File: src/hw/pattern_loader_defs.vh
// constants for the mirror test pattern loader
`ifndef PATTERN_LOADER_DEFS_VH
`define PATTERN_LOADER_DEFS_VH

// register byte offsets
`define OFF_CTRL 8'h00
`define OFF_BLK_ACTIVE 8'h04
`define OFF_STATUS 8'h08

// control fields
`define CTRL_GEN_EN 0
`define CTRL_CYCLE_EN 1
`define CTRL_FLIP_EN 2
`define CTRL_PAT_LO 4
`define CTRL_PAT_HI 7
`define CTRL_MODE_LO 8
`define CTRL_MODE_HI 10
`define CTRL_RESET 32'h0000_0000
`define BLK_ACTIVE_RESET 16'hffff

// pattern codes
`define PAT_ON 4'h0
`define PAT_OFF 4'h1
`define PAT_CHK 4'h2
`define PAT_GRID 4'h3
`define PAT_DIAG_WE 4'h4
`define PAT_DIAG_EW 4'h5
`define PAT_HLINES 4'h6
`define PAT_VLINES 4'h7
`define PAT_COARSE 4'h8
`define PAT_DOTS 4'h9
`define PAT_INV_CHK 4'ha
`define PAT_RANDOM 4'hb
`define PAT_H1 4'hc
`define PAT_V1 4'hd
`define PAT_TOGGLE 4'he
`define PAT_CYCLE_LAST 4'h7

// load modes
`define MODE_NORMAL 3'h0
`define MODE_CLEAR 3'h1
`define MODE_SET 3'h2
`define MODE_DOUBLE 3'h3
`define MODE_SLOW 3'h4

// array load kinds
`define KIND_DATA 2'h0
`define KIND_CLEAR 2'h1
`define KIND_SET 2'h2

// geometry and timing
`define CHK_BIT 6
`define COARSE_BIT 5
`define LINE_BIT 3
`define DIAG_MASK 16'h000f
`define DOT_PITCH 10
`define DOUBLE_MAX_LINES 68
`define SEG_LAST 2'h3
`define LANES_ALL 12'hfff
`define LANES_ONE 12'h00f
`define LFSR_SEED 16'hace1
`define LFSR_TAPS 16'hb400
`define HOLD_MS 2000
`define CLK_KHZ 10000

`endif

File: src/hw/mirror_test_pattern_loader.v
// mirror test pattern loader with apb register slave
`timescale 1ns/1ps
`include "pattern_loader_defs.vh"

module mirror_test_pattern_loader #(
   parameter SEG_W = 32,
   parameter BLK_ROWS = 136,
   parameter NBLK = 16,
   parameter HOLD_CYCLES = `HOLD_MS * `CLK_KHZ,
   parameter HOLD_W = 25
) (
   // clock and reset
   input wire pclk,
   input wire presetn,
   // apb slave
   input wire [7:0] paddr,
   input wire psel,
   input wire penable,
   input wire pwrite,
   input wire [31:0] pwdata,
   output reg [31:0] prdata,
   output reg pready,
   output reg pslverr,
   // line stream to the array controller
   output reg [4*SEG_W-1:0] line_data,
   output reg line_valid,
   output reg [15:0] line_row,
   output reg [1:0] line_seg,
   output reg [11:0] lane_en,
   // block commands
   output reg cmd_valid,
   output reg array_load,
   output reg [1:0] load_kind,
   output reg double_row_load,
   output reg mirror_reset_trigger,
   output reg [3:0] block_idx
);

   localparam LINE_W = 4 * SEG_W;
   localparam [15:0] ROWS = NBLK * BLK_ROWS;
   localparam [15:0] COLS = LINE_W;
   localparam [15:0] DBL_LINES = (BLK_ROWS / 2 > `DOUBLE_MAX_LINES) ?
      `DOUBLE_MAX_LINES : BLK_ROWS / 2;
   localparam [15:0] FULL_LINES = BLK_ROWS;
   localparam [HOLD_W-1:0] HOLD_LAST = HOLD_CYCLES - 1;

   localparam ST_IDLE = 3'd0;
   localparam ST_FIND = 3'd1;
   localparam ST_CMD = 3'd2;
   localparam ST_SEND = 3'd3;
   localparam ST_LOAD = 3'd4;
   localparam ST_TRIG = 3'd5;

   reg [31:0] ctrl_r;
   reg [15:0] blk_active_r;
   reg [2:0] state_r;
   reg [3:0] blk_r;
   reg [15:0] line_r;
   reg [1:0] seg_r;
   reg [3:0] pat_r;
   reg [2:0] mode_r;
   reg tog_r;
   reg [3:0] cyc_pat_r;
   reg [HOLD_W-1:0] hold_r;
   reg [15:0] lfsr_r;

   wire gen_en = ctrl_r[`CTRL_GEN_EN];
   wire cycle_en = ctrl_r[`CTRL_CYCLE_EN];
   wire flip_en = ctrl_r[`CTRL_FLIP_EN];
   wire [3:0] pat_sel = ctrl_r[`CTRL_PAT_HI:`CTRL_PAT_LO];
   wire [2:0] mode_sel = ctrl_r[`CTRL_MODE_HI:`CTRL_MODE_LO];

   // pixel value at column x, row y
   function pix;
      input [15:0] x;
      input [15:0] y;
      input [3:0] pat;
      input tog;
      input rnd;
      reg [15:0] s;
      begin
         s = x + y;
         case (pat)
            `PAT_ON: pix = 1'b1;
            `PAT_OFF: pix = 1'b0;
            `PAT_CHK: pix = x[`CHK_BIT] ^ y[`CHK_BIT];
            `PAT_GRID: pix = (x == 16'h0000) || (y == 16'h0000) ||
               (x == COLS - 16'h0001) || (y == ROWS - 16'h0001);
            `PAT_DIAG_WE: pix = ((x - y) & `DIAG_MASK) == 16'h0000;
            `PAT_DIAG_EW: pix = (s & `DIAG_MASK) == 16'h0000;
            `PAT_HLINES: pix = y[`LINE_BIT];
            `PAT_VLINES: pix = x[`LINE_BIT];
            `PAT_COARSE: pix = x[`COARSE_BIT] ^ y[`COARSE_BIT];
            `PAT_DOTS: pix = (x % `DOT_PITCH == 0) &&
               (y % `DOT_PITCH == 0);
            `PAT_INV_CHK: pix = ~(x[`CHK_BIT] ^ y[`CHK_BIT]);
            `PAT_RANDOM: pix = rnd;
            `PAT_H1: pix = y[0];
            `PAT_V1: pix = x[0];
            `PAT_TOGGLE: pix = tog;
            default: pix = 1'b0;
         endcase
      end
   endfunction

   // image row feeding the current line
   localparam [15:0] BLK_ROWS_W = BLK_ROWS;
   wire [15:0] blk_base = {12'h000, blk_r} * BLK_ROWS_W;
   wire [15:0] line_off = (mode_r == `MODE_DOUBLE) ?
      {line_r[14:0], 1'b0} : line_r;
   wire [15:0] arr_row = blk_base + line_off;
   wire [15:0] img_row = flip_en ? (ROWS - 16'h0001 - arr_row) :
      arr_row;

   wire [LINE_W-1:0] full_line;
   genvar g;
   generate
      for (g = 0; g < LINE_W; g = g + 1) begin : g_pix
         wire [15:0] gx = g;
         assign full_line[g] = pix(gx, img_row, pat_r, tog_r,
            lfsr_r[gx[3:0]] ^ img_row[gx[3:0]]);
      end
   endgenerate

   // slow mode carries one segment on the low lanes
   wire [LINE_W-1:0] seg_shift = full_line >> (seg_r * SEG_W);
   wire [LINE_W-1:0] slow_line = {{(LINE_W-SEG_W){1'b0}},
      seg_shift[SEG_W-1:0]};
   wire slow = (mode_r == `MODE_SLOW);
   wire [15:0] lines_last = ((mode_r == `MODE_DOUBLE) ? DBL_LINES :
      FULL_LINES) - 16'h0001;

   // whether block blk_r is active
   wire blk_on = blk_active_r[blk_r];

   // pattern cycling timer
   always @(posedge pclk or negedge presetn) begin
      if (!presetn) begin
         hold_r <= {HOLD_W{1'b0}};
         cyc_pat_r <= 4'h0;
         lfsr_r <= `LFSR_SEED;
      end else begin
         lfsr_r <= {lfsr_r[14:0], ^(lfsr_r & `LFSR_TAPS)};
         if (!cycle_en) begin
            hold_r <= {HOLD_W{1'b0}};
            cyc_pat_r <= 4'h0;
         end else if (hold_r == HOLD_LAST) begin
            hold_r <= {HOLD_W{1'b0}};
            cyc_pat_r <= (cyc_pat_r == `PAT_CYCLE_LAST) ? 4'h0 :
               cyc_pat_r + 4'h1;
         end else begin
            hold_r <= hold_r + {{(HOLD_W-1){1'b0}}, 1'b1};
         end
      end
   end

   // frame sequencer
   always @(posedge pclk or negedge presetn) begin
      if (!presetn) begin
         state_r <= ST_IDLE;
         blk_r <= 4'h0;
         line_r <= 16'h0000;
         seg_r <= 2'h0;
         pat_r <= 4'h0;
         mode_r <= `MODE_NORMAL;
         tog_r <= 1'b0;
         line_data <= {LINE_W{1'b0}};
         line_valid <= 1'b0;
         line_row <= 16'h0000;
         line_seg <= 2'h0;
         lane_en <= 12'h000;
         cmd_valid <= 1'b0;
         array_load <= 1'b0;
         load_kind <= `KIND_DATA;
         double_row_load <= 1'b0;
         mirror_reset_trigger <= 1'b0;
         block_idx <= 4'h0;
      end else begin
         line_valid <= 1'b0;
         cmd_valid <= 1'b0;
         array_load <= 1'b0;
         mirror_reset_trigger <= 1'b0;
         case (state_r)
            ST_IDLE: begin
               blk_r <= 4'h0;
               if (gen_en) begin
                  pat_r <= cycle_en ? cyc_pat_r : pat_sel;
                  mode_r <= mode_sel;
                  tog_r <= ~tog_r;
                  state_r <= ST_FIND;
               end
            end
            ST_FIND: begin
               line_r <= 16'h0000;
               seg_r <= slow ? `SEG_LAST : 2'h0;
               if (!gen_en) begin
                  state_r <= ST_IDLE;
               end else if (blk_on) begin
                  block_idx <= blk_r;
                  double_row_load <= (mode_r == `MODE_DOUBLE);
                  if (mode_r == `MODE_CLEAR || mode_r == `MODE_SET)
                     state_r <= ST_LOAD;
                  else
                     state_r <= ST_CMD;
               end else if (blk_r == NBLK - 1) begin
                  state_r <= ST_IDLE;
               end else begin
                  blk_r <= blk_r + 4'h1;
               end
            end
            ST_CMD: begin
               cmd_valid <= 1'b1;
               state_r <= ST_SEND;
            end
            ST_SEND: begin
               line_valid <= 1'b1;
               line_row <= arr_row;
               line_seg <= seg_r;
               line_data <= slow ? slow_line : full_line;
               lane_en <= slow ? `LANES_ONE : `LANES_ALL;
               if (slow && seg_r != 2'h0) begin
                  seg_r <= seg_r - 2'h1;
               end else begin
                  seg_r <= slow ? `SEG_LAST : 2'h0;
                  if (line_r == lines_last)
                     state_r <= ST_LOAD;
                  else
                     line_r <= line_r + 16'h0001;
               end
            end
            ST_LOAD: begin
               array_load <= 1'b1;
               load_kind <= (mode_r == `MODE_CLEAR) ? `KIND_CLEAR :
                  (mode_r == `MODE_SET) ? `KIND_SET :
                  `KIND_DATA;
               state_r <= ST_TRIG;
            end
            ST_TRIG: begin
               mirror_reset_trigger <= 1'b1;
               if (blk_r == NBLK - 1) begin
                  state_r <= ST_IDLE;
               end else begin
                  blk_r <= blk_r + 4'h1;
                  state_r <= ST_FIND;
               end
            end
            default: state_r <= ST_IDLE;
         endcase
      end
   end

   // apb slave, one wait state
   wire acc = psel && penable;
   wire hit = (paddr == `OFF_CTRL) || (paddr == `OFF_BLK_ACTIVE) ||
      (paddr == `OFF_STATUS);
   reg [31:0] rd_nxt;
   always @* begin
      case (paddr)
         `OFF_CTRL: rd_nxt = ctrl_r;
         `OFF_BLK_ACTIVE: rd_nxt = {16'h0000, blk_active_r};
         `OFF_STATUS: rd_nxt = {16'h0000, 1'b0, state_r, blk_r, pat_r,
            3'h0, state_r != ST_IDLE};
         default: rd_nxt = 32'h0000_0000;
      endcase
   end

   always @(posedge pclk or negedge presetn) begin
      if (!presetn) begin
         ctrl_r <= `CTRL_RESET;
         blk_active_r <= `BLK_ACTIVE_RESET;
         prdata <= 32'h0000_0000;
         pready <= 1'b0;
         pslverr <= 1'b0;
      end else begin
         pready <= acc && !pready;
         if (acc && !pready) begin
            prdata <= pwrite ? 32'h0000_0000 : rd_nxt;
            pslverr <= !hit;
         end
         if (acc && pready && pwrite) begin
            if (paddr == `OFF_CTRL)
               ctrl_r <= pwdata;
            if (paddr == `OFF_BLK_ACTIVE)
               blk_active_r <= pwdata[15:0];
         end
      end
   end

endmodule // mirror_test_pattern_loader

File: config.mk
export PLATFORM = sky130hd
export DESIGN_NAME = mirror_test_pattern_loader
export DESIGN_NICKNAME = d
export VERILOG_FILES = /design/src/hw/mirror_test_pattern_loader.v
export VERILOG_INCLUDE_DIRS = /design/src /design/src/hw
export SDC_FILE = /design/constraint.sdc
export NUM_CORES = 1
export LEC_CHECK = 0
export BUFFER_PORTS_ARGS = -buffer_cell sky130_fd_sc_hd__buf_2
export CAP_MARGIN = 40
export CORE_ASPECT_RATIO = 1.25
export CORE_MARGIN = 2
export CORE_UTILIZATION = 50
export CTS_CLUSTER_SIZE = 16
export DETAILED_ROUTE_END_ITERATION = 6
export PLACE_DENSITY_LB_ADDON = 0.15
export SLEW_MARGIN = 20
export SYNTH_ARGS = -nofsm -noshare
export SYNTH_HDL_FRONTEND = slang
export SYNTH_SLANG_ARGS = --single-unit
File: constraint.sdc
create_clock -name pclk -period 18.2 [get_ports pclk]
set_input_delay 3.64 -clock pclk [delete_from_list [all_inputs] [get_ports pclk]]
set_output_delay 3.64 -clock pclk [all_outputs]
set_load 0.01 [all_outputs]
## Word level (Yosys, flattened, before mapping)

Index checks and enable logic that the tools add are counted.

| storage, ports and cells | value |
|---|---|
| flip-flop bits (word level) | 329 |
| bits of input ports | 45 |
| output and inout bits | 203 |
| logic and storage cells | 806 |

| operators by class | value |
|---|---|
| add/sub/neg operators | 263 |
| $mul | 1 |
| divide/modulo/power cells | 1 |
| magnitude comparators | 1 |
| equal/unequal tests | 37 |
| shifts and indexed selects | 1 |
| muxes and demuxes | 168 |
| bitwise gates (word level) | 19 |
| reduce and logical (&&, ||, !) cells | 289 |

Operators by type and width:

| operator | count |
|---|---|
| $logic_not A16 Y1 | 257 |
| $pmux W1 S11 | 115 |
| $add A4 B4 Y4 const A | 64 |
| $sub A4 B4 Y4 const A | 64 |
| $pmux W1 S12 | 12 |
| $add A3 B4 Y4 const A | 32 |
| $mux W128 | 1 |
| $shr A128 B7 Y32 | 1 |
| $sub A3 B4 Y4 const A | 32 |
| $pmux W32 S3 | 1 |
| $add A2 B4 Y4 const A | 16 |
| $mux W16 | 4 |
| $sub A1 B4 Y4 const A | 16 |
| $sub A2 B4 Y4 const A | 16 |
| $add A1 B4 Y4 const A | 15 |
| $mux W25 | 2 |
| $eq A4 B4 Y1 const B | 8 |
| $logic_not A32 Y1 | 1 |
| $mod A16 B4 Y32 const B | 1 |
| $mux W32 | 1 |
| $pmux W16 S2 | 1 |
| $mux W4 | 7 |
| $add A25 B1 Y25 const B | 1 |
| $eq A25 B25 Y1 const B | 1 |
| other kinds (47) | 111 |

## Logic depth before layout (Yosys ltp)

Gate-level depths: netlist of the first run.

| logic depth | value |
|---|---|
| word-level depth | 10 |
| mapped depth | 67 |
| depth with buffers taken out | 54 |

## Least setup slack after synthesis of the first run

Ideal clock, no wire load.

| path | value |
|---|---|
| path kind | register -> register |
| from | reg mode_r[2] |
| to | reg line_data[28] |
| library setup time | 0.095 ns |
| arrival | 14.016 ns |
| data required time | 18.105 ns |
| slack | 4.089 ns |
| stages on the path, launching flop included | 61 |
| buffers on the path | 8 |
| clock period less this slack | 14.111 ns |
| path through | dfrtp_1 > buf_4 > and3b_1 > buf_2 > buf_1 > nand2_1 > nand2_1 > ha_1 > inv_1 > fa_1 > nor2b_1 > o21a_1 > nor3_1 > nor2_1 > inv_1 > buf_1 > ha_1 > o211a_2 > [... 25 more ...] > and2_1 > buf_4 > nand3_2 > a311oi_2 > o21ai_2 > or4_1 > and3_1 > and3_1 > buf_2 > a21oi_1 > mux2i_1 > nor3b_1 > a41oi_1 > or4_4 > nor3_4 > buf_6 > a31oi_1 > o31ai_1 |

| between the ends | value |
|---|---|
| word-level cells in the longest chain between the ends | 10 |
| elaborated cells on any way between the ends | 36 |
| those cells by class | add/sub: 10; div: 1; eq/ne: 3; shift: 1; mux: 7; bitwise: 3; reduce/logical: 11 |

Ends and longest elaborated chain:

| item | line | RTL |
|---|---|---|
| start, declared | mirror_test_pattern_loader.v:61 | `reg [2:0] mode_r;` |
| start signal, assigned | mirror_test_pattern_loader.v:165 | `` mode_r <= `MODE_NORMAL; `` |
| start signal, assigned | mirror_test_pattern_loader.v:188 | `mode_r <= mode_sel;` |
| $eq A3 B2 Y1 (no line) | -- |  |
| $mux W16 | mirror_test_pattern_loader.v:109 | `` wire [15:0] line_off = (mode_r == `MODE_DOUBLE) ? `` |
| $add A12 B16 Y16 | mirror_test_pattern_loader.v:111 | `wire [15:0] arr_row = blk_base + line_off;` |
| $sub A12 B16 Y16 | mirror_test_pattern_loader.v:112 | `wire [15:0] img_row = flip_en ? (ROWS - 16'h0001 - arr_row) :` |
| $mux W16 | mirror_test_pattern_loader.v:112 |  |
| $mod A16 B4 Y32 (no line), or another cell as far along | -- |  |
| $logic_not A32 Y1, or another cell as far along | -- |  |
| $pmux W1 S12 or $pmux W1 S11 (tied branches) | mirror_test_pattern_loader.v:83 | `case (pat)` |
| $shr A128 B7 Y32 | mirror_test_pattern_loader.v:126 | `wire [LINE_W-1:0] seg_shift = full_line >> (seg_r * SEG_W);` |
| $mux W128 * | mirror_test_pattern_loader.v:219 | `line_data <= slow ? slow_line : full_line;` |
| end signal, assigned | mirror_test_pattern_loader.v:167 | `line_data <= {LINE_W{1'b0}};` |
| end signal, assigned | mirror_test_pattern_loader.v:219 |  |
| end, declared | mirror_test_pattern_loader.v:25 | `output reg [4*SEG_W-1:0] line_data,` |

Mark *: on every way between the ends. The rest lies on a longest branch, timed or not.
A chain may end at the register's enable or synchronous reset.

## Worst setup path in the final report of the first run

Ends and elaborated chain as after synthesis.

==> results.md, run 1 <==
- Result of the run: completed
- Share of post-route cells with drive strength above 1: 0.205
- Net Sw Frac: 0.485
- Share of power burned in registers: 0.209
- Fraction of post-synthesis cell area in the top cell type by area: 0.312
- Cell count of the worst reg-to-reg path: 57
- Endpoint kind of the worst setup timing path: flip-flop
- Antenna Cells: 0
- Post-placement cell area: approximately 21000 µm²
- Leak: just over 10 nW
- Number of synthesized flops with an enable pin: 0
- Power Internal: approximately 1.9 mW
- First-pass GRT wire length: approximately 100 mm
- Number of hold buffers added after cts: 0
- Post-Syn Instances: between 2000 and 2500
- IO Port Bufs: about 250
- Total die area: around 42000 µm²
- Distinct cell type count after synthesis: about 120
- Worst flop-to-flop path startpoint: mode_r[2]$_DFFE_PN0P_
- Initial DRC count: 1591
- Number of cells on the worst hold path: 0
- Data arrival time at the worst-slack endpoint: ~17000 ps
- Proportion of synthesized chip area in sequential cells: 0.343
- Met3 routed wirelength: between 3 and 4 mm
- Worst skew pair latency: roughly 560 ps
- Worst Setup EP: line_data[28]$_DFFE_PN0P_
- Overall die width: 183 µm
- Length of routed met2 wiring: approximately 32 mm
- Highest ir drop seen on vdd: between 0.15 and 0.2 mV
- Clk pin slew, worst setup/hold paths: 70 ps
- Worst-path fanout max: 22
- Final worst-path cycle share: 0.909
- Core Rows: slightly above 80
- Max Clock Skew: roughly 13 ps
- Detailed-route via count: around 19000
- FMAX: 60.4 MHz
- Top layer in use: met4
- Register bit total from synthesis: approximately 270
- Total routed wire length on the met1 layer: around 27 mm
- Mean instance size in the synthesized netlist: about 8.4 µm²
- Type of the worst min-delay path: reg -> reg
- Setup repair after global routing missed its margin: false
- Reg2Reg Setup Slack: 1650 ps
- Number of sinks on the clock net: between 200 and 300
- Max-slew violation count: 0
- Max cap viols: 0
- Share of total power in combinational logic: 0.627
- # DRC: 0
- CP max stage cell: sky130_fd_sc_hd__nand3b_1
- Top delay family on crit path: compound AO/OA/AOI/OAI gates
- Initial standard-cell utilization of the core: 0.504
- Syn nets: 2464
- Drt pass-1 iters: 6
- Total of endpoints with negative setup slack in the final report: 0
- Biggest area contributors in the synthesized netlist: sky130_fd_sc_hd__dfrtp_1, sky130_fd_sc_hd__nand2_1, sky130_fd_sc_hd__o21ai_0, sky130_fd_sc_hd__nor2_1, sky130_fd_sc_hd__xnor2_1
- Post-layout minimum cycle time: 16550 ps
- Remaining Overflow, GRT: 0
- Antenna violations before repair: 0
- Data required time of the critical path: between 15000 and 20000 ps
- Vias in the first global route: approximately 19000
- Global placer's final weighted congestion: between 0.9 and 1
- Via density: approximately 6.3
- Vert. Die Dim: 228 µm
- Count of buffers added by post-CTS timing repair for setup: 0
- Count of boundary I/O pins: 248
- HPWL Detailed: 48.9 mm
- Routed wire length: between 60 and 70 mm
- CP bufs+invs: 7
- Async set-reset flop share out of synthesis: 1.00
- Resize count post-CTS: 0
- Netlist area before placement: 20100 µm²
- TritonCTS clock tree: yes
- Number of CTS-inserted buffers: 29
- DP Worst Slack: between 1500 and 2000 ps
- Antenna violation net count after detailed routing: 0
- Total routing resource utilization after global routing: 0.307
- Synth warn: 0
- Logic depth of the worst setup path including buffers: 57
- Clock share of power: 0.164
- Maximum number of pins on one net before global-route repair: 80
- Maximum level of the CTS H-tree: 1
- Setup TNS: 0 ps
- Worst Slack Setup Final: ~1700 ps
- Clk Tree Root Cell: sky130_fd_sc_hd__clkbuf_16
- WS Path Type: reg -> reg
- Most instantiated flip-flop cell in the synthesis netlist: sky130_fd_sc_hd__dfrtp_1
- Number of hold-slack violations in the final timing report: 0
- Slew @ Worst Pin: a little under 900 ps
- Net count, final: 2594
- WL per Instance: roughly 21 µm
- Peak per-stage delay on the critical path: about 640 ps
- Area of the core: roughly 40000 µm²
- Max Root-Sink Buffers: 3
- Post-route standard cell area excluding fillers: roughly 22000 µm²
- CP startpoint: mode_r[2]$_DFFE_PN0P_
- Cell taking the most area after synthesis: sky130_fd_sc_hd__dfrtp_1
- Area delta synth->final: 11.5%
- Switching Power: 1.75 mW
- PD cells: around 160 nW/µm²
- Nature of the critical path startpoint: flip-flop
- Crit Reg-Reg Endpoint: line_data[28]$_DFFE_PN0P_
- Slew HR: 0.416
-- cells by family (layout without fill, tap and decap cells) --
family	count (synthesis)	count (layout)	synth area share
and+or+nand+nor	887	887	0.210
AOI/OAI and AO/OA	755	755	0.262
DFF	274	274	0.343
buffers and inverters	237	389	0.0572
xor gates and xnor gates	127	127	0.0590
muxes	94	94	0.0532
adders and majority gates	25	25	0.0154
-- power by group through the flow --
stage	clock [mW]	sequential (mW)	combinational, mW
detailed placement	0	0.765	2.20
CTS	0.604	0.755	2.21
finish	0.591	0.754	2.26
floorplan	0	0.771	1.65
global placement	0	0.763	2.19
global route	0.630	0.763	2.47
-- worst min path at each step --
stage / start / to / slack, ps
2_1_floorplan: lfsr_r[5]$_DFF_PN1_ / lfsr_r[6]$_DFF_PN1_ / 360
3_3_place_gp: lfsr_r[5]$_DFF_PN1_ / lfsr_r[6]$_DFF_PN1_ / 370
3_5_place_dp: lfsr_r[6]$_DFF_PN1_ / lfsr_r[7]$_DFF_PN1_ / 360
4_1_cts: lfsr_r[6]$_DFF_PN1_ / lfsr_r[7]$_DFF_PN1_ / 370
5_1_grt: lfsr_r[6]$_DFF_PN1_ / lfsr_r[7]$_DFF_PN1_ / 380
6_report: lfsr_r[6]$_DFF_PN1_ / lfsr_r[7]$_DFF_PN1_ / 370
-- stage by stage --
stage | total power, mW | util | hold WS, ps | instances
global route | 3.87 | 0.562 | 377 | 3055
global placement | 2.95 | 0.534 | 365 | 2988
finish | 3.61 | 0.562 | 372 | 3055
floorplan | 2.42 | - | 360 | 2399
CTS | 3.57 | 0.561 | 373 | 3049
detailed placement | 2.97 | 0.537 | 364 | 2996
-- placed cells by master, fill, tap and decap left out, types with 30 or more instances in the layout --
cell type | netlist | layout
sky130_fd_sc_hd__a22o_1 | 38 | 38
sky130_fd_sc_hd__xnor2_1 | 82 | 81
sky130_fd_sc_hd__a21oi_1 | 120 | 120
sky130_fd_sc_hd__nor3_1 | 70 | 69
sky130_fd_sc_hd__nand2b_1 | 30 | 30
sky130_fd_sc_hd__mux2i_1 | 33 | 33
sky130_fd_sc_hd__dfrtp_1 | 250 | 249
sky130_fd_sc_hd__mux2_2 | 56 | 56
sky130_fd_sc_hd__o211ai_1 | 30 | 30
sky130_fd_sc_hd__a211oi_1 | 40 | 40
sky130_fd_sc_hd__o21ai_0 | 207 | 207
sky130_fd_sc_hd__nor2_1 | 192 | 192
sky130_fd_sc_hd__buf_4 | 60 | 42
sky130_fd_sc_hd__buf_2 | 14 | 248
sky130_fd_sc_hd__nand2_1 | 325 | 325
sky130_fd_sc_hd__nand3_1 | 77 | 77
sky130_fd_sc_hd__xor2_1 | 37 | 36
sky130_fd_sc_hd__inv_1 | 32 | 32
-- cell usage after synthesis (all sizes together) (23+ instances only) --
| library cell | instances |
|---|---|
| mux2 | 57 |
| o211ai | 32 |
| or3 | 26 |
| a211oi | 43 |
| clkbuf | 115 |
| a21oi | 123 |
| o21ai | 231 |
| a22o | 38 |
| xor2 | 37 |
| dfrtp | 250 |
| nor4 | 25 |
| buf | 86 |
| nand2b | 30 |
| nand3 | 78 |
| xnor2 | 90 |
| nor3 | 72 |
| a21o | 28 |
| o21a | 23 |
| and2 | 23 |
| mux2i | 33 |
| nor2 | 193 |
| nand4 | 29 |
| nand2 | 327 |
| inv | 34 |
| dfstp | 24 |
-- metal layers --
metal / up-vias / track usage
met3: 138 / 0.0401
met5: - / 0
met2: 702 / 0.525
met4: 0 / 0.110
li1: 9077 / -
met1: 9323 / 0.398
-- flip-flops by register name, indices dropped and copies added (netlist names), 16 cells and up --
name          cells
line_r           16
ctrl_r           32
lfsr_r           16
line_data        83
prdata           32
line_row         16
hold_r           25
blk_active_r     16
-- cell type report --
| class | count | area [µm²] |
|---|---|---|
| multi-input combinational | 1888 | 12100 |
| inverter | 36 | 135 |
| clock buffer | 40 | 837 |
| tap | 504 | 631 |
| timing repair buffer | 300 | 1710 |
| fill | 3718 | 17400 |
| clock inverter | 13 | 114 |
| sequential | 274 | 6890 |
No activity file was read; power rests on OpenSTA's default activity.
==> run 2, diff against run 1 <==
- BUFFER_PORTS_ARGS: -buffer_cell sky130_fd_sc_hd__buf_2 -> -buffer_cell sky130_fd_sc_hd__clkbuf_2
- CORE_UTILIZATION: 50 -> 40
==> run 2 against run 1 <==
Via count up 0.67%. Clock-buffer cell count up 2. Largest cell class unchanged. Register-to-register slack better by 310 ps. Largest power group unchanged. Combinational power about the same.
==> results.md, run 2 (same netlist as run 1, synthesis figures left out) <==
- Number of CTS-inserted buffers: 31
- Share of post-route cells with drive strength above 1: 0.207
- Total routing resource utilization after global routing: 0.258
- Initial DRC count: about 1500
- Count of boundary I/O pins: 248
- Post-placement cell area: between 20000 and 25000 µm²
- Cell Count, Final, Fillers Out: approximately 3200
- Area of the core: around 49000 µm²
- Worst skew pair latency: 600 ps
- Number of hold buffers added after cts: 0
- Antenna violations before repair: 1
- Slew HR: 0.370
- WL per Instance: around 21 µm
- Data required time of the critical path: ~19000 ps
- Register ranked first by flip-flop count: line_data
- Worst flop-to-flop path startpoint: mode_r[2]$_DFFE_PN0P_
- PD cells: about 160 nW/µm²
- IO Port Bufs: 247
- Worst Slack Setup Final: between 1500 and 2000 ps
- Detailed-route via count: ~19000
- Highest-count cells in the layout ignoring fill and taps: sky130_fd_sc_hd__nand2_1, sky130_fd_sc_hd__dfrtp_1, sky130_fd_sc_hd__clkbuf_2
- Type of the worst min-delay path: reg -> reg
- Footprint of the multi-input gates: ~12000 µm²
- Registers with the highest flip-flop counts: line_data (83), ctrl_r (32), prdata (32)
- Post-route standard cell area excluding fillers: approximately 23000 µm²
- DP Worst Slack: between 2000 and 2500 ps
- Pwr Total: 3.68 mW
- Area delta synth->final: 13.2%
- Post-layout minimum cycle time: roughly 16000 ps
- WS Path Type: reg -> reg
- Max Clock Skew: between 20 and 25 ps
- Leak: around 10 nW
- HPWL Detailed: a little over 50 mm
- Setup repair after global routing missed its margin: false
- Total of endpoints with negative setup slack in the final report: 0
- Drt pass-1 iters: 6
- Flip-flop count of the largest register after layout: 83
- Vert. Die Dim: around 250 µm
- Maximum level of the CTS H-tree: 1
- Max-slew violation count: 0
- Max Root-Sink Buffers: 3
- Result of the run: completed
- FMAX: 61.6 MHz
- Instance count after placement with tap cells included: 3152
- Peak per-stage delay on the critical path: 650 ps
- CP max stage cell: sky130_fd_sc_hd__and3b_1
- Endpoint with the worst hold slack: lfsr_r[6]$_DFF_PN1_
- Global placer's final weighted congestion: about 0.91
- Clk Tree Root Cell: sky130_fd_sc_hd__clkbuf_16
- Antenna Cells: 0
- Antenna violation net count after detailed routing: 0
- Highest ir drop seen on vdd: between 0.15 and 0.2 mV
- Resize count post-CTS: 0
- Overall die width: about 200 µm
- Net count, final: around 2600
- Critical hold path startpoint: lfsr_r[5]$_DFF_PN1_
- Most common library cell in the layout ignoring fill and taps: sky130_fd_sc_hd__nand2_1
- Slew @ Worst Pin: about 940 ps
- Core Rows: 91
- Crit Reg-Reg Endpoint: line_data[28]$_DFFE_PN0P_
- Vias in the first global route: ~19000
- Cell count of the worst reg-to-reg path: 56
- Final worst-path cycle share: 0.892
- Total die area: approximately 52000 µm²
- FF+latch area: 6890 µm²
- Remaining Overflow, GRT: 0
- First-pass GRT wire length: 108 mm
- Clk pin slew, worst setup/hold paths: 60 ps
- Maximum number of pins on one net before global-route repair: 86
- # DRC: 0
- Endpoint kind of the worst setup timing path: flip-flop
- Data arrival time at the worst-slack endpoint: between 15000 and 20000 ps
- Setup TNS: 0 ps
- Max cap viols: 0
- Nature of the critical path startpoint: flip-flop
- Worst slack on hold paths: roughly 370 ps
- Number of cells on the worst hold path: 0
- Reg2Reg Setup Slack: between 1500 and 2000 ps
- Number of sinks on the clock net: 274
- Count of buffers added by post-CTS timing repair for setup: 0
- Layout filler cell count: around 5000
- Number of hold-slack violations in the final timing report: 0
- Via density: ~6.0
- TritonCTS clock tree: yes
- Final core utilization: 0.460
- Worst-path fanout max: 19
- Routed wire length: 68.6 mm
- Initial standard-cell utilization of the core: 0.406
-- run 2: worst max path at each step --
stage,depth (start not counted),to,startpoint,slack [ps]
floorplan,60,line_data[28]$_DFFE_PN0P_,mode_r[2]$_DFFE_PN0P_,4090
global placement,56,line_data[28]$_DFFE_PN0P_,mode_r[2]$_DFFE_PN0P_,2520
detailed placement,56,line_data[6]$_DFFE_PN0P_,mode_r[2]$_DFFE_PN0P_,2190
CTS,56,line_data[6]$_DFFE_PN0P_,mode_r[2]$_DFFE_PN0P_,2110
global route,56,line_data[28]$_DFFE_PN0P_,mode_r[2]$_DFFE_PN0P_,810
finish,56,line_data[28]$_DFFE_PN0P_,mode_r[2]$_DFFE_PN0P_,1960
-- run 2: critical path, delay by kind of cell (launching register included) --
family | cells | cell delay (ps)
compound gates | 26 | 6990
simple gates | 18 | 5450
fa+ha+maj | 4 | 1280
buf+inv | 6 | 1220
flops | 1 | 450
xor+xnor | 1 | 350
mux | 1 | 330
-- run 2: report_power, final --
part | leakage, nW | internal [mW] | switching [mW]
combinational | 6.00 | 0.839 | 1.45
clock | 0.492 | 0.357 | 0.271
sequential | 3.72 | 0.682 | 0.0754
total | 10.2 | 1.88 | 1.80
-- run 2: final cells by class --
cell class / count / share of cell area
Timing Repair Buffer: 306 / 0.0787
Clock inverter: 16 / 0.00722
Inverter: 36 / 0.00595
Tap cell: 651 / 0.0359
Sequential cell: 274 / 0.303
Multi-Input combinational cell: 1888 / 0.532
Clock buffer: 42 / 0.0373
-- run 2: per-layer routing --
| layer | track usage | part of all wire |
|---|---|---|
| met3 | 0.0313 | 0.049 |
| met1 | 0.320 | 0.41 |
| met4 | 0.0998 | 0.039 |
| met2 | 0.456 | 0.50 |
| met5 | 0 | 0 |
